==> src/core/cie_defines.svh <==
// Constants for the instruction execute subset
`ifndef CIE_DEFINES_SVH
`define CIE_DEFINES_SVH
`define CIE_OP_INCREMENT_FILE     6'b0010_10
`define CIE_OP_INCREMENT_SKIP_ZERO   6'b0011_11
`define CIE_OP_OR_ACC_WITH_FILE    6'b0001_00
`define CIE_OP_MOVE_FILE     6'b0010_00
`define CIE_OP_RLF      6'b0011_01
`define CIE_OP_RRF      6'b0011_00
`define CIE_OP_OR_LITERAL_INTO_ACC    4'b1101
`define CIE_OP_LOAD_LITERAL_ACC    4'b1100
`define CIE_OP_BRANCH_ABSOLUTE     3'b101
`define CIE_OP_SLEEP    12'h003
`define CIE_NOP_WORD    12'h000
`define CIE_ST_CARRY    0
`define CIE_ST_ZERO     2
`define CIE_ST_PD_N     3
`define CIE_ST_TO_N     4
`define CIE_ST_PAGE_LO  5
`define CIE_ST_PAGE_HI  6
`define CIE_ST_RESET    8'h18
`define CIE_PC_RESET    11'h7ff
`define CIE_ZERO8       8'h00
`define CIE_ONE8        8'h01
`endif

==> src/core/cie_pkg.sv <==
// Types for the instruction execute subset
package cie_pkg;
  typedef enum logic [3:0] {
    CIE_NOP     = 4'b0000,
    CIE_INCREMENT_FILE    = 4'b0001,
    CIE_INCREMENT_SKIP_ZERO  = 4'b0010,
    CIE_OR_LITERAL_INTO_ACC   = 4'b0011,
    CIE_OR_ACC_WITH_FILE   = 4'b0100,
    CIE_MOVE_FILE    = 4'b0101,
    CIE_LOAD_LITERAL_ACC   = 4'b0110,
    CIE_RLF     = 4'b0111,
    CIE_RRF     = 4'b1000,
    CIE_BRANCH_ABSOLUTE    = 4'b1001,
    CIE_SLEEP   = 4'b1010,
    CIE_OTHER   = 4'b1011
  } cie_op_t;

  typedef enum logic [1:0] {
    CIE_RUN   = 2'b00,
    CIE_FLUSH = 2'b01,
    CIE_SLEPT = 2'b10
  } cie_state_t;
endpackage : cie_pkg

==> src/core/cie_dec_if.sv <==
// Decoded instruction fields shared between decoder and core
`timescale 1ns/1ps
interface cie_dec_if;
  cie_pkg::cie_op_t op;
  logic [4:0]       faddr;
  logic             dest;
  logic [7:0]       lit8;
  logic [8:0]       lit9;
  modport dec  (output op, output faddr, output dest, output lit8, output lit9);
  modport core (input op, input faddr, input dest, input lit8, input lit9);
endinterface : cie_dec_if

==> src/core/cie_decoder.sv <==
// Combinational decoder of the 12-bit instruction word
`timescale 1ns/1ps
`include "cie_defines.svh"
module cie_decoder (
  input  wire logic [11:0] instr,
  cie_dec_if.dec           dec
);
  // Field extraction
  assign dec.faddr = instr[4:0];
  assign dec.dest  = instr[5];
  assign dec.lit8  = instr[7:0];
  assign dec.lit9  = instr[8:0];

  // Opcode classification
  always_comb
  begin
    dec.op = cie_pkg::CIE_OTHER;
    if (instr == `CIE_NOP_WORD)
      dec.op = cie_pkg::CIE_NOP;
    else if (instr == `CIE_OP_SLEEP)
      dec.op = cie_pkg::CIE_SLEEP;
    else if (instr[11:9] == `CIE_OP_BRANCH_ABSOLUTE)
      dec.op = cie_pkg::CIE_BRANCH_ABSOLUTE;
    else if (instr[11:8] == `CIE_OP_OR_LITERAL_INTO_ACC)
      dec.op = cie_pkg::CIE_OR_LITERAL_INTO_ACC;
    else if (instr[11:8] == `CIE_OP_LOAD_LITERAL_ACC)
      dec.op = cie_pkg::CIE_LOAD_LITERAL_ACC;
    else if (instr[11:6] == `CIE_OP_INCREMENT_FILE)
      dec.op = cie_pkg::CIE_INCREMENT_FILE;
    else if (instr[11:6] == `CIE_OP_INCREMENT_SKIP_ZERO)
      dec.op = cie_pkg::CIE_INCREMENT_SKIP_ZERO;
    else if (instr[11:6] == `CIE_OP_OR_ACC_WITH_FILE)
      dec.op = cie_pkg::CIE_OR_ACC_WITH_FILE;
    else if (instr[11:6] == `CIE_OP_MOVE_FILE)
      dec.op = cie_pkg::CIE_MOVE_FILE;
    else if (instr[11:6] == `CIE_OP_RLF)
      dec.op = cie_pkg::CIE_RLF;
    else if (instr[11:6] == `CIE_OP_RRF)
      dec.op = cie_pkg::CIE_RRF;
  end
endmodule : cie_decoder

==> src/core/cie_alu.sv <==
// Arithmetic and logic for the subset
`timescale 1ns/1ps
`include "cie_defines.svh"
module cie_alu (
  cie_dec_if.core          dec,
  input  wire logic [7:0]  acc,
  input  wire logic [7:0]  fdata,
  input  wire logic        carry_in,
  output logic      [7:0]  result,
  output logic             carry_out,
  output logic             zero_upd,
  output logic             carry_upd,
  output logic             writes
);
  // Result and flag selection per opcode
  always_comb
  begin
    result    = fdata;
    carry_out = carry_in;
    zero_upd  = 1'b0;
    carry_upd = 1'b0;
    writes    = 1'b1;
    unique case (dec.op)
      cie_pkg::CIE_INCREMENT_FILE:
      begin
        result   = fdata + `CIE_ONE8;
        zero_upd = 1'b1;
      end
      cie_pkg::CIE_INCREMENT_SKIP_ZERO: result = fdata + `CIE_ONE8;
      cie_pkg::CIE_OR_LITERAL_INTO_ACC:
      begin
        result   = acc | dec.lit8;
        zero_upd = 1'b1;
      end
      cie_pkg::CIE_OR_ACC_WITH_FILE:
      begin
        result   = acc | fdata;
        zero_upd = 1'b1;
      end
      cie_pkg::CIE_MOVE_FILE: zero_upd = 1'b1;
      cie_pkg::CIE_LOAD_LITERAL_ACC: result = dec.lit8;
      cie_pkg::CIE_RLF:
      begin
        result    = {fdata[6:0], carry_in};
        carry_out = fdata[7];
        carry_upd = 1'b1;
      end
      cie_pkg::CIE_RRF:
      begin
        result    = {carry_in, fdata[7:1]};
        carry_out = fdata[0];
        carry_upd = 1'b1;
      end
      default: writes = 1'b0;
    endcase
  end
endmodule : cie_alu

==> src/core/cie_core.sv <==
// Execute stage for the instruction subset
`timescale 1ns/1ps
`include "cie_defines.svh"
module cie_core #(
  parameter int PC_W = 11
) (
  input  wire logic            ref_clk,
  input  wire logic            rst,
  input  wire logic [11:0]     instr,
  input  wire logic            instr_valid,
  input  wire logic [7:0]      fdata,
  input  wire logic            presc_to_wdt,
  input  wire logic            wake,
  output logic      [4:0]      faddr,
  output logic      [7:0]      fwdata,
  output logic                 fwe,
  output logic      [PC_W-1:0] pc,
  output logic                 pc_load,
  output logic                 flush,
  output logic      [7:0]      acc,
  output logic      [7:0]      status,
  output logic                 sleep_mode,
  output logic                 osc_stop,
  output logic                 wdt_clear,
  output logic                 presc_clear
);
  cie_dec_if dif ();
  logic [7:0] result;
  logic       carry_out;
  logic       zero_upd;
  logic       carry_upd;
  logic       writes;
  logic       exec;
  logic [7:0] acc_reg, acc_next;
  logic [7:0] st_reg, st_next;
  logic [PC_W-1:0] pc_reg, pc_next;
  logic       fwe_reg, fwe_next;
  logic [7:0] fwd_reg, fwd_next;
  logic       ld_reg, ld_next;
  logic       clr_reg, clr_next;
  logic       pclr_reg, pclr_next;
  cie_pkg::cie_state_t st_q, st_d;

  cie_decoder u_dec (
    .instr (instr),
    .dec   (dif)
  );

  cie_alu u_alu (
    .dec       (dif),
    .acc       (acc_reg),
    .fdata     (fdata),
    .carry_in  (st_reg[`CIE_ST_CARRY]),
    .result    (result),
    .carry_out (carry_out),
    .zero_upd  (zero_upd),
    .carry_upd (carry_upd),
    .writes    (writes)
  );

  // Only execute in run state with a valid word
  assign exec  = instr_valid && (st_q == cie_pkg::CIE_RUN);
  assign faddr = dif.faddr;
  assign flush = (st_q == cie_pkg::CIE_FLUSH);

  // Next state of the execute stage
  always_comb
  begin
    acc_next  = acc_reg;
    st_next   = st_reg;
    pc_next   = pc_reg;
    fwe_next  = 1'b0;
    fwd_next  = fwd_reg;
    ld_next   = 1'b0;
    clr_next  = 1'b0;
    pclr_next = 1'b0;
    st_d      = st_q;
    unique case (st_q)
      cie_pkg::CIE_RUN:
      begin
        if (exec)
        begin
          pc_next = pc_reg + 1'b1;
          if (writes)
          begin
            if (dif.dest && dif.op != cie_pkg::CIE_OR_LITERAL_INTO_ACC && dif.op != cie_pkg::CIE_LOAD_LITERAL_ACC)
            begin
              fwe_next = 1'b1;
              fwd_next = result;
            end
            else
              acc_next = result;
            if (zero_upd)
              st_next[`CIE_ST_ZERO] = (result == `CIE_ZERO8);
            if (carry_upd)
              st_next[`CIE_ST_CARRY] = carry_out;
          end
          if (dif.op == cie_pkg::CIE_INCREMENT_SKIP_ZERO && result == `CIE_ZERO8)
            st_d = cie_pkg::CIE_FLUSH;
          if (dif.op == cie_pkg::CIE_BRANCH_ABSOLUTE)
          begin
            pc_next = PC_W'({st_reg[`CIE_ST_PAGE_HI], st_reg[`CIE_ST_PAGE_LO], dif.lit9});
            ld_next = 1'b1;
            st_d    = cie_pkg::CIE_FLUSH;
          end
          if (dif.op == cie_pkg::CIE_SLEEP)
          begin
            st_next[`CIE_ST_TO_N] = 1'b1;
            st_next[`CIE_ST_PD_N] = 1'b0;
            clr_next  = 1'b1;
            pclr_next = presc_to_wdt;
            st_d      = cie_pkg::CIE_SLEPT;
          end
        end
      end
      // Discarded word runs as no-op
      cie_pkg::CIE_FLUSH:
      begin
        if (instr_valid)
        begin
          pc_next = pc_reg + 1'b1;
          st_d    = cie_pkg::CIE_RUN;
        end
      end
      cie_pkg::CIE_SLEPT:
      begin
        if (wake)
          st_d = cie_pkg::CIE_RUN;
      end
      default: st_d = cie_pkg::CIE_RUN;
    endcase
  end

  // State registers
  always_ff @(posedge ref_clk or posedge rst)
  begin
    if (rst)
    begin
      acc_reg  <= `CIE_ZERO8;
      st_reg   <= `CIE_ST_RESET;
      pc_reg   <= PC_W'(`CIE_PC_RESET);
      fwe_reg  <= 1'b0;
      fwd_reg  <= `CIE_ZERO8;
      ld_reg   <= 1'b0;
      clr_reg  <= 1'b0;
      pclr_reg <= 1'b0;
      st_q     <= cie_pkg::CIE_RUN;
    end
    else
    begin
      acc_reg  <= acc_next;
      st_reg   <= st_next;
      pc_reg   <= pc_next;
      fwe_reg  <= fwe_next;
      fwd_reg  <= fwd_next;
      ld_reg   <= ld_next;
      clr_reg  <= clr_next;
      pclr_reg <= pclr_next;
      st_q     <= st_d;
    end
  end

  // Outputs from registers
  assign acc         = acc_reg;
  assign status      = st_reg;
  assign pc          = pc_reg;
  assign pc_load     = ld_reg;
  assign fwe         = fwe_reg;
  assign fwdata      = fwd_reg;
  assign sleep_mode  = (st_q == cie_pkg::CIE_SLEPT);
  assign osc_stop    = (st_q == cie_pkg::CIE_SLEPT);
  assign wdt_clear   = clr_reg;
  assign presc_clear = pclr_reg;
endmodule : cie_core

==> config.mk <==
export PLATFORM = sky130hd
export DESIGN_NAME = cie_core
export DESIGN_NICKNAME = d
export VERILOG_FILES = /design/src/core/cie_pkg.sv /design/src/core/cie_dec_if.sv /design/src/core/cie_decoder.sv /design/src/core/cie_alu.sv /design/src/core/cie_core.sv
export VERILOG_INCLUDE_DIRS = /design/src /design/src/core
export SDC_FILE = /design/constraint.sdc
export NUM_CORES = 1
export LEC_CHECK = 0
export ABC_CLOCK_PERIOD_IN_PS = 1800
export BUFFER_PORTS_ARGS = -buffer_cell sky130_fd_sc_hd__buf_2
export CAP_MARGIN = 20
export CELL_PAD_IN_SITES_DETAIL_PLACEMENT = 1
export CELL_PAD_IN_SITES_GLOBAL_PLACEMENT = 1
export CORE_ASPECT_RATIO = 0.5
export CORE_UTILIZATION = 34
export CTS_BUF_LIST = sky130_fd_sc_hd__clkbuf_4 sky130_fd_sc_hd__clkbuf_8
export CTS_CLUSTER_DIAMETER = 50
export CTS_CLUSTER_SIZE = 25
export DETAILED_ROUTE_END_ITERATION = 7
export GPL_TIMING_DRIVEN = 0
export PLACE_DENSITY_LB_ADDON = 0.1
export SKIP_LAST_GASP = 1
export SYNTH_ARGS = -nofsm -noshare
export SYNTH_HDL_FRONTEND = slang
export SYNTH_SLANG_ARGS = --single-unit
==> constraint.sdc <==
create_clock -name ref_clk -period 1.8 [get_ports ref_clk]
set_input_delay 0.36 -clock ref_clk [delete_from_list [all_inputs] [get_ports ref_clk]]
set_output_delay 0.36 -clock ref_clk [all_outputs]
set_load 0.01 [all_outputs]
Word-level counts from Yosys, hierarchy flattened
Cells that the tools add are included.
{"block": "classes", "add_sub_neg": 2, "bitwise": 3, "eq_ne": 28, "n_mux": 40, "reduce_logical": 20}
{"operator": "$pmux 8 s6", "count": 1}
{"operator": "$mux 4", "count": 10}
{"operator": "$mux 11", "count": 3}
{"operator": "$eq 6x4->1 const B", "count": 5}
{"operator": "$pmux 11 s2", "count": 1}
{"operator": "$eq 4x4->1 const B", "count": 5}
{"operator": "$eq 4x3->1 const B", "count": 4}
{"operator": "$mux 1", "count": 16}
{"operator": "$or 8x8->8", "count": 2}
{"operator": "$reduce_and 4->1", "count": 4}
{"operator": "$mux 2", "count": 7}
{"operator": "$eq 12x2->1 const B", "count": 1}
{"operator": "$logic_not 12->1", "count": 1}
{"operator": "$add 11x1->11 const B", "count": 1}
{"operator": "$add 8x1->8 const B", "count": 1}
{"operator": "$eq 4x2->1 const B", "count": 2}
{"operator": "$logic_not 8->1", "count": 1}
{"operator": "$reduce_or 8->1", "count": 1}
{"operator": "$eq 6x3->1 const B", "count": 1}
{"operator": "$ne 2x2->1 const B", "count": 3}
{"operator": "$pmux 2 s3", "count": 1}
{"operator": "$reduce_and 3->1", "count": 2}
{"operator": "$reduce_and 5->1", "count": 1}
{"operator": "$eq 4x1->1 const B", "count": 1}
{"operator": "other kinds (13)", "count": 18}
{"block": "totals", "output_inout_bits": 47, "ff_bits": 36, "wordCells": 104}

Depth between registers and ports, before layout
{"block": "depth", "ltp_word": 22, "depth_mapped": 9, "mapped_depth_nobuf": 8}

Modules after synthesis
A second synthesis with hierarchy kept.
{"block": "hier_totals", "hier_cells": 323, "area_unflattened_um2": 2920.3}
{"module": "cie_core", "seq_area_each_um2": 915.9, "area_each_um2": 1819.2, "instances": 1, "cells_each": 154}
{"module": "cie_alu", "seq_area_each_um2": 0.0, "area_each_um2": 758.2, "instances": 1, "cells_each": 120}
{"module": "cie_decoder", "seq_area_each_um2": 0.0, "area_each_um2": 342.8, "instances": 1, "cells_each": 49}

Worst setup path after synthesis
Ideal clock, no wire load.
{"block": "synth_timing", "path_kind": "input to register", "from": "input instr[10]", "to": "register st_q[0]", "required_time_ps": 1734, "arrival_time_ps": 2252, "path_stages": 9, "slack_ps": -518, "cell_sequence": "buf_2 or4_4 buf_6 o21ai_2 a21oi_2 a2111oi_4 nand4b_1 nor4_2 o311a_1"}
{"block": "synth_via", "elab_chain_len": 19}
{"item": "start: declaration", "line": "cie_core.sv:9", "text": "input wire logic [11:0] instr,"}
{"item": "$eq 6x4->1 (no source line)"}
{"item": "$mux 2", "line": "cie_decoder.sv:38", "text": "else if (instr[11:6] == `CIE_OP_RRF)"}
{"item": "$mux 4", "line": "cie_decoder.sv:36", "text": "else if (instr[11:6] == `CIE_OP_RLF)"}
{"item": "$mux 4", "line": "cie_decoder.sv:34", "text": "else if (instr[11:6] == `CIE_OP_MOVE_FILE)"}
{"item": "$mux 4", "line": "cie_decoder.sv:32", "text": "else if (instr[11:6] == `CIE_OP_OR_ACC_WITH_FILE)"}
{"item": "$mux 4", "line": "cie_decoder.sv:30", "text": "else if (instr[11:6] == `CIE_OP_INCREMENT_SKIP_ZERO)"}
{"item": "$mux 4", "line": "cie_decoder.sv:28", "text": "else if (instr[11:6] == `CIE_OP_INCREMENT_FILE)"}
{"item": "$mux 4", "line": "cie_decoder.sv:26", "text": "else if (instr[11:8] == `CIE_OP_LOAD_LITERAL_ACC)"}
{"item": "(+3 left out)"}
{"item": "$mux 4 (*)", "line": "cie_decoder.sv:18", "text": "if (instr == `CIE_NOP_WORD)"}
{"item": "$eq 4x2->1 or $eq 4x1->1 (tied branches)", "line": "cie_alu.sv:23, cie_core.sv:98"}
{"item": "$reduce_or 2->1 (no source line)"}
{"item": "$pmux 8 s6", "line": "cie_alu.sv:23", "text": "unique case (dec.op)"}
{"item": "$logic_not 8->1 (no source line)"}
{"item": "$logic_and 1x1->1 (no source line)"}
{"item": "$ne 4x1->1 (no source line)"}
{"item": "$reduce_and 4->1 (no source line)"}
{"item": "end signal: assignment", "line": "cie_core.sv:147", "text": "st_q <= cie_pkg::CIE_RUN;"}
{"item": "end signal: assignment", "line": "cie_core.sv:159", "text": "st_q <= st_d;"}
{"item": "end: declaration", "line": "cie_core.sv:42", "text": "cie_pkg::cie_state_t st_q, st_d;"}
Mark *: on every way between the ends. The rest lies on a longest branch, timed or not. The select of a mux whose other input is x is not followed.
A chain may end at the register's enable or synchronous reset.

Final worst setup path
{"block": "layout_timing", "from": "input instr[11]", "to": "register st_q[0]"}
The elaborated chain is that of the path after synthesis.

==> flow_summary.json <==
{
  "grtUsageMet3": 0.0511,
  "antennaDiodeCount": 0,
  "dieHeight_um": 61.9,
  "dpl_cell_area_sq_um": 2970,
  "power.density_nw_per_um2": 877,
  "synth_edf_count": 0,
  "dieArea_sq_um": 7550,
  "max_freq_mhz": 468,
  "cp_max_fo": 8,
  "grt_most_used_layer": "met2",
  "combinationalPowerShare": 0.344,
  "ir_drop_uv": 571,
  "relSlewSlack": 0.453,
  "gr-usage-met2": 0.397,
  "rows": 21,
  "rr_endpoint": "status[2]$_DFFE_PP0P_",
  "cts_buffers": 5,
  "port_buffers": 63,
  "intPower_w": 0.00196,
  "wl_per_cell_um": 19.0,
  "yosysUniqueCellTypes": 58,
  "syn_inst": 289,
  "skew_ns": 0.00480,
  "hold_viol_final": 0,
  "post-route-period-util": 1.19,
  "synth-seq-area-share": 0.375,
  "violations": "negative setup slack",
  "ys_ff_latch": 36,
  "final_nets": 400,
  "dpl.hpwl_um": 6340,
  "start_kind": "input pin",
  "ys_warn_count": 0,
  "power_w": 0.00306,
  "cts_buffer_depth": 2,
  "core_area_sq_um": 6810,
  "num_vias": 2561,
  "clk_latency_ns": 0.30,
  "reg2reg_depth": 7,
  "grt_pass1_wl_um": 13400,
  "finalMaxSlewViolations": 0,
  "final-setup-viol-count": 6,
  "holdCritPathClass": "in2async",
  "synth_ff_type": "dfrtp_1",
  "worstMarginPinSlew_ns": 0.819,
  "end_kind": "register",
  "start_util": 0.359,
  "worst_r2r_startpoint": "acc[1]$_DFFE_PP0P_",
  "grt_overflow": 0,
  "p_leak_nw": 1.61,
  "antenna_found_initial": 0,
  "status": "finished, violations left",
  "area_growth_pct": 43.0,
  "finalWirelength_um": 8840,
  "viasPerCell": 5.50,
  "p_sw_w": 0.00110,
  "io-pin-count": 72,
  "htree_levels": 2,
  "place_inst": 448,
  "ys_async_sr_fraction": 1.00,
  "grt_max_degree": 20,
  "synth_area_per_cell_sq_um": 8.46,
  "fin_util": 0.513,
  "tritoncts": "yes",
  "netlist_area_sq_um": 2440,
  "gr-usage-met1": 0.328,
  "die_w_um": 122,
  "drt_iter0_markers": 196,
  "rsz0062_at_grt": "true",
  "r2r_slack_ns": -0.23,
  "power_frac_seq": 0.416,
  "gp_congestion": 0.889,
  "grt_usage": 0.240,
  "grt_pass1_vias": 2502,
  "cts_sinks": 36,
  "setup_ws_ns": -0.338,
  "postRouteAntennaNets": 0,
  "crit_arrival_ns": 2.32,
  "maxCapViolations": 0,
  "design_area_sq_um": 3490,
  "cts_root_buf": "clkbuf_8",
  "finalSetupTns_ns": -0.751,
  "power_switching_share": 0.359,
  "crit_type": "in2reg",
  "p_clk_frac": 0.239,
  "path_clk_slew_ns": 0.07,
  "largest_reg_flops": 11,
  "worstPathRequired_ns": 1.98,
  "fin_crit_ns": 2.14,
  "first_pass_iters": 4,
  "drc": 0,
  "drive_gt1_frac": 0.441,
  "final_cells": 466
}
## per-stage QoR
stage	hold slack (ns)	setup WS (ns)
finish	0.209	-0.338
CTS	0.217	-0.377
floorplan	0.446	-0.386
global route	0.237	-0.409
global placement	0.459	-1.23
detailed placement	0.466	-1.24
## critical path, stage by stage
cell and delay [ns]:
buf_6 0.10, buf_6 0.13, or4_4 0.55, buf_6 0.17
a221oi_4 0.28, a221o_1 0.19, a211oi_4 0.06, nand2_2 0.11
nor4_4 0.06, o311a_1 0.30
## repair_timing
action                                  4_1_cts  5_1_grt
hold buffers                                  0        0
buffers inserted                              8        5
endpoints found under the setup margin       26       28
pin swaps                                    12       13
gates resized for setup                      23       48
gates cloned                                  0        0
## worst max-delay path by stage
stage          startpoint  cells after the start                     to
6_report        instr[11]                     10    st_q[0]$_DFFE_PP0P_
5_1_grt         instr[11]                      9  status[2]$_DFFE_PP0P_
4_1_cts         instr[11]                      9    st_q[0]$_DFFE_PP0P_
3_5_place_dp     instr[7]                      9    st_q[0]$_DFFE_PP0P_
3_3_place_gp     instr[7]                      9    st_q[0]$_DFFE_PP0P_
2_1_floorplan    instr[8]                      8    st_q[0]$_DFFE_PP0P_
## Yosys cell counts (all sizes together), types with 3 or more instances
master,instances,share of area
nand2,37,0.057
o21ai,29,0.061
a21oi,27,0.057
dfrtp,24,0.25
buf,18,0.055
nor2,16,0.025
nand3,13,0.027
dfstp,12,0.13
inv,10,0.015
clkbuf,8,0.012
nand2b,7,0.018
and3,6,0.015
mux2,6,0.028
o22ai,6,0.015
a211oi,4,0.012
nand4,4,0.010
nor2b,4,0.010
nor4,4,0.013
xnor2,4,0.014
a2111oi,3,0.018
a22o,3,0.011
and2,3,0.0077
mux2i,3,0.012
nand4b,3,0.011
or3,3,0.0077
## placed cells by master, fill, tap and decap left out, drive strengths merged, types with 2 or more instances in the layout
cell / instances
nand4b: 3
a221o: 2
a2111oi: 3
nand3b: 2
nand4: 4
a22o: 3
nor4: 4
and2: 3
xnor2: 4
nor3b: 2
nand3: 13
dfstp: 12
nor2: 16
clkbuf: 13
or3: 3
nand2: 37
a221oi: 2
o22ai: 6
mux2i: 3
inv: 10
and3: 6
a21oi: 27
a211oi: 4
mux2: 6
buf: 93
dfrtp: 24
o21ai: 29
ha: 2
a32o: 2
conb: 5
nor3: 2
nor2b: 4
nand2b: 7
## final cells by class
type                    count  area (sq um)
plain buffers              23           198
multi-input cells         220          1650
fillers                   807          3310
inverters                  10          37.5
well taps                  92           115
clock inverters             2          35.0
repair buffers             77           470
clock buffers               6          76.3
flip-flops and latches     36           916
## cells by family (layout without fill, tap and decap cells)
| family | count (synthesis) | in the layout | synth area share |
|---|---|---|---|
| AO/OA/AOI/OAI | 89 | 89 | 0.236 |
| XOR/XNOR | 5 | 5 | 0.0179 |
| adder cells (fa/ha/maj) | 2 | 2 | 0.0102 |
| buffers and inverters | 36 | 118 | 0.0829 |
| flip-flops | 36 | 36 | 0.375 |
| multiplexers | 9 | 9 | 0.0399 |
| other | 2 | 5 | 0.00307 |
| AND/OR/NAND/NOR | 110 | 110 | 0.235 |
## metal layers
layer / part of all wire / wire length, um
met1: 0.47 / 4140
met2: 0.48 / 4220
met3: 0.047 / 417
met4: 0.0077 / 68
met5: 0 / 0
## power groups by stage
stage	sequential (W)	combinational [W]	clock, W
3_5_place_dp	0.00129	0.000937	0
2_1_floorplan	0.00134	0.000455	0
6_report	0.00128	0.00105	0.000734
4_1_cts	0.00128	0.000986	0.000753
5_1_grt	0.00131	0.00117	0.000776
3_3_place_gp	0.00127	0.000904	0
Power figures use the tool's default switching activity.
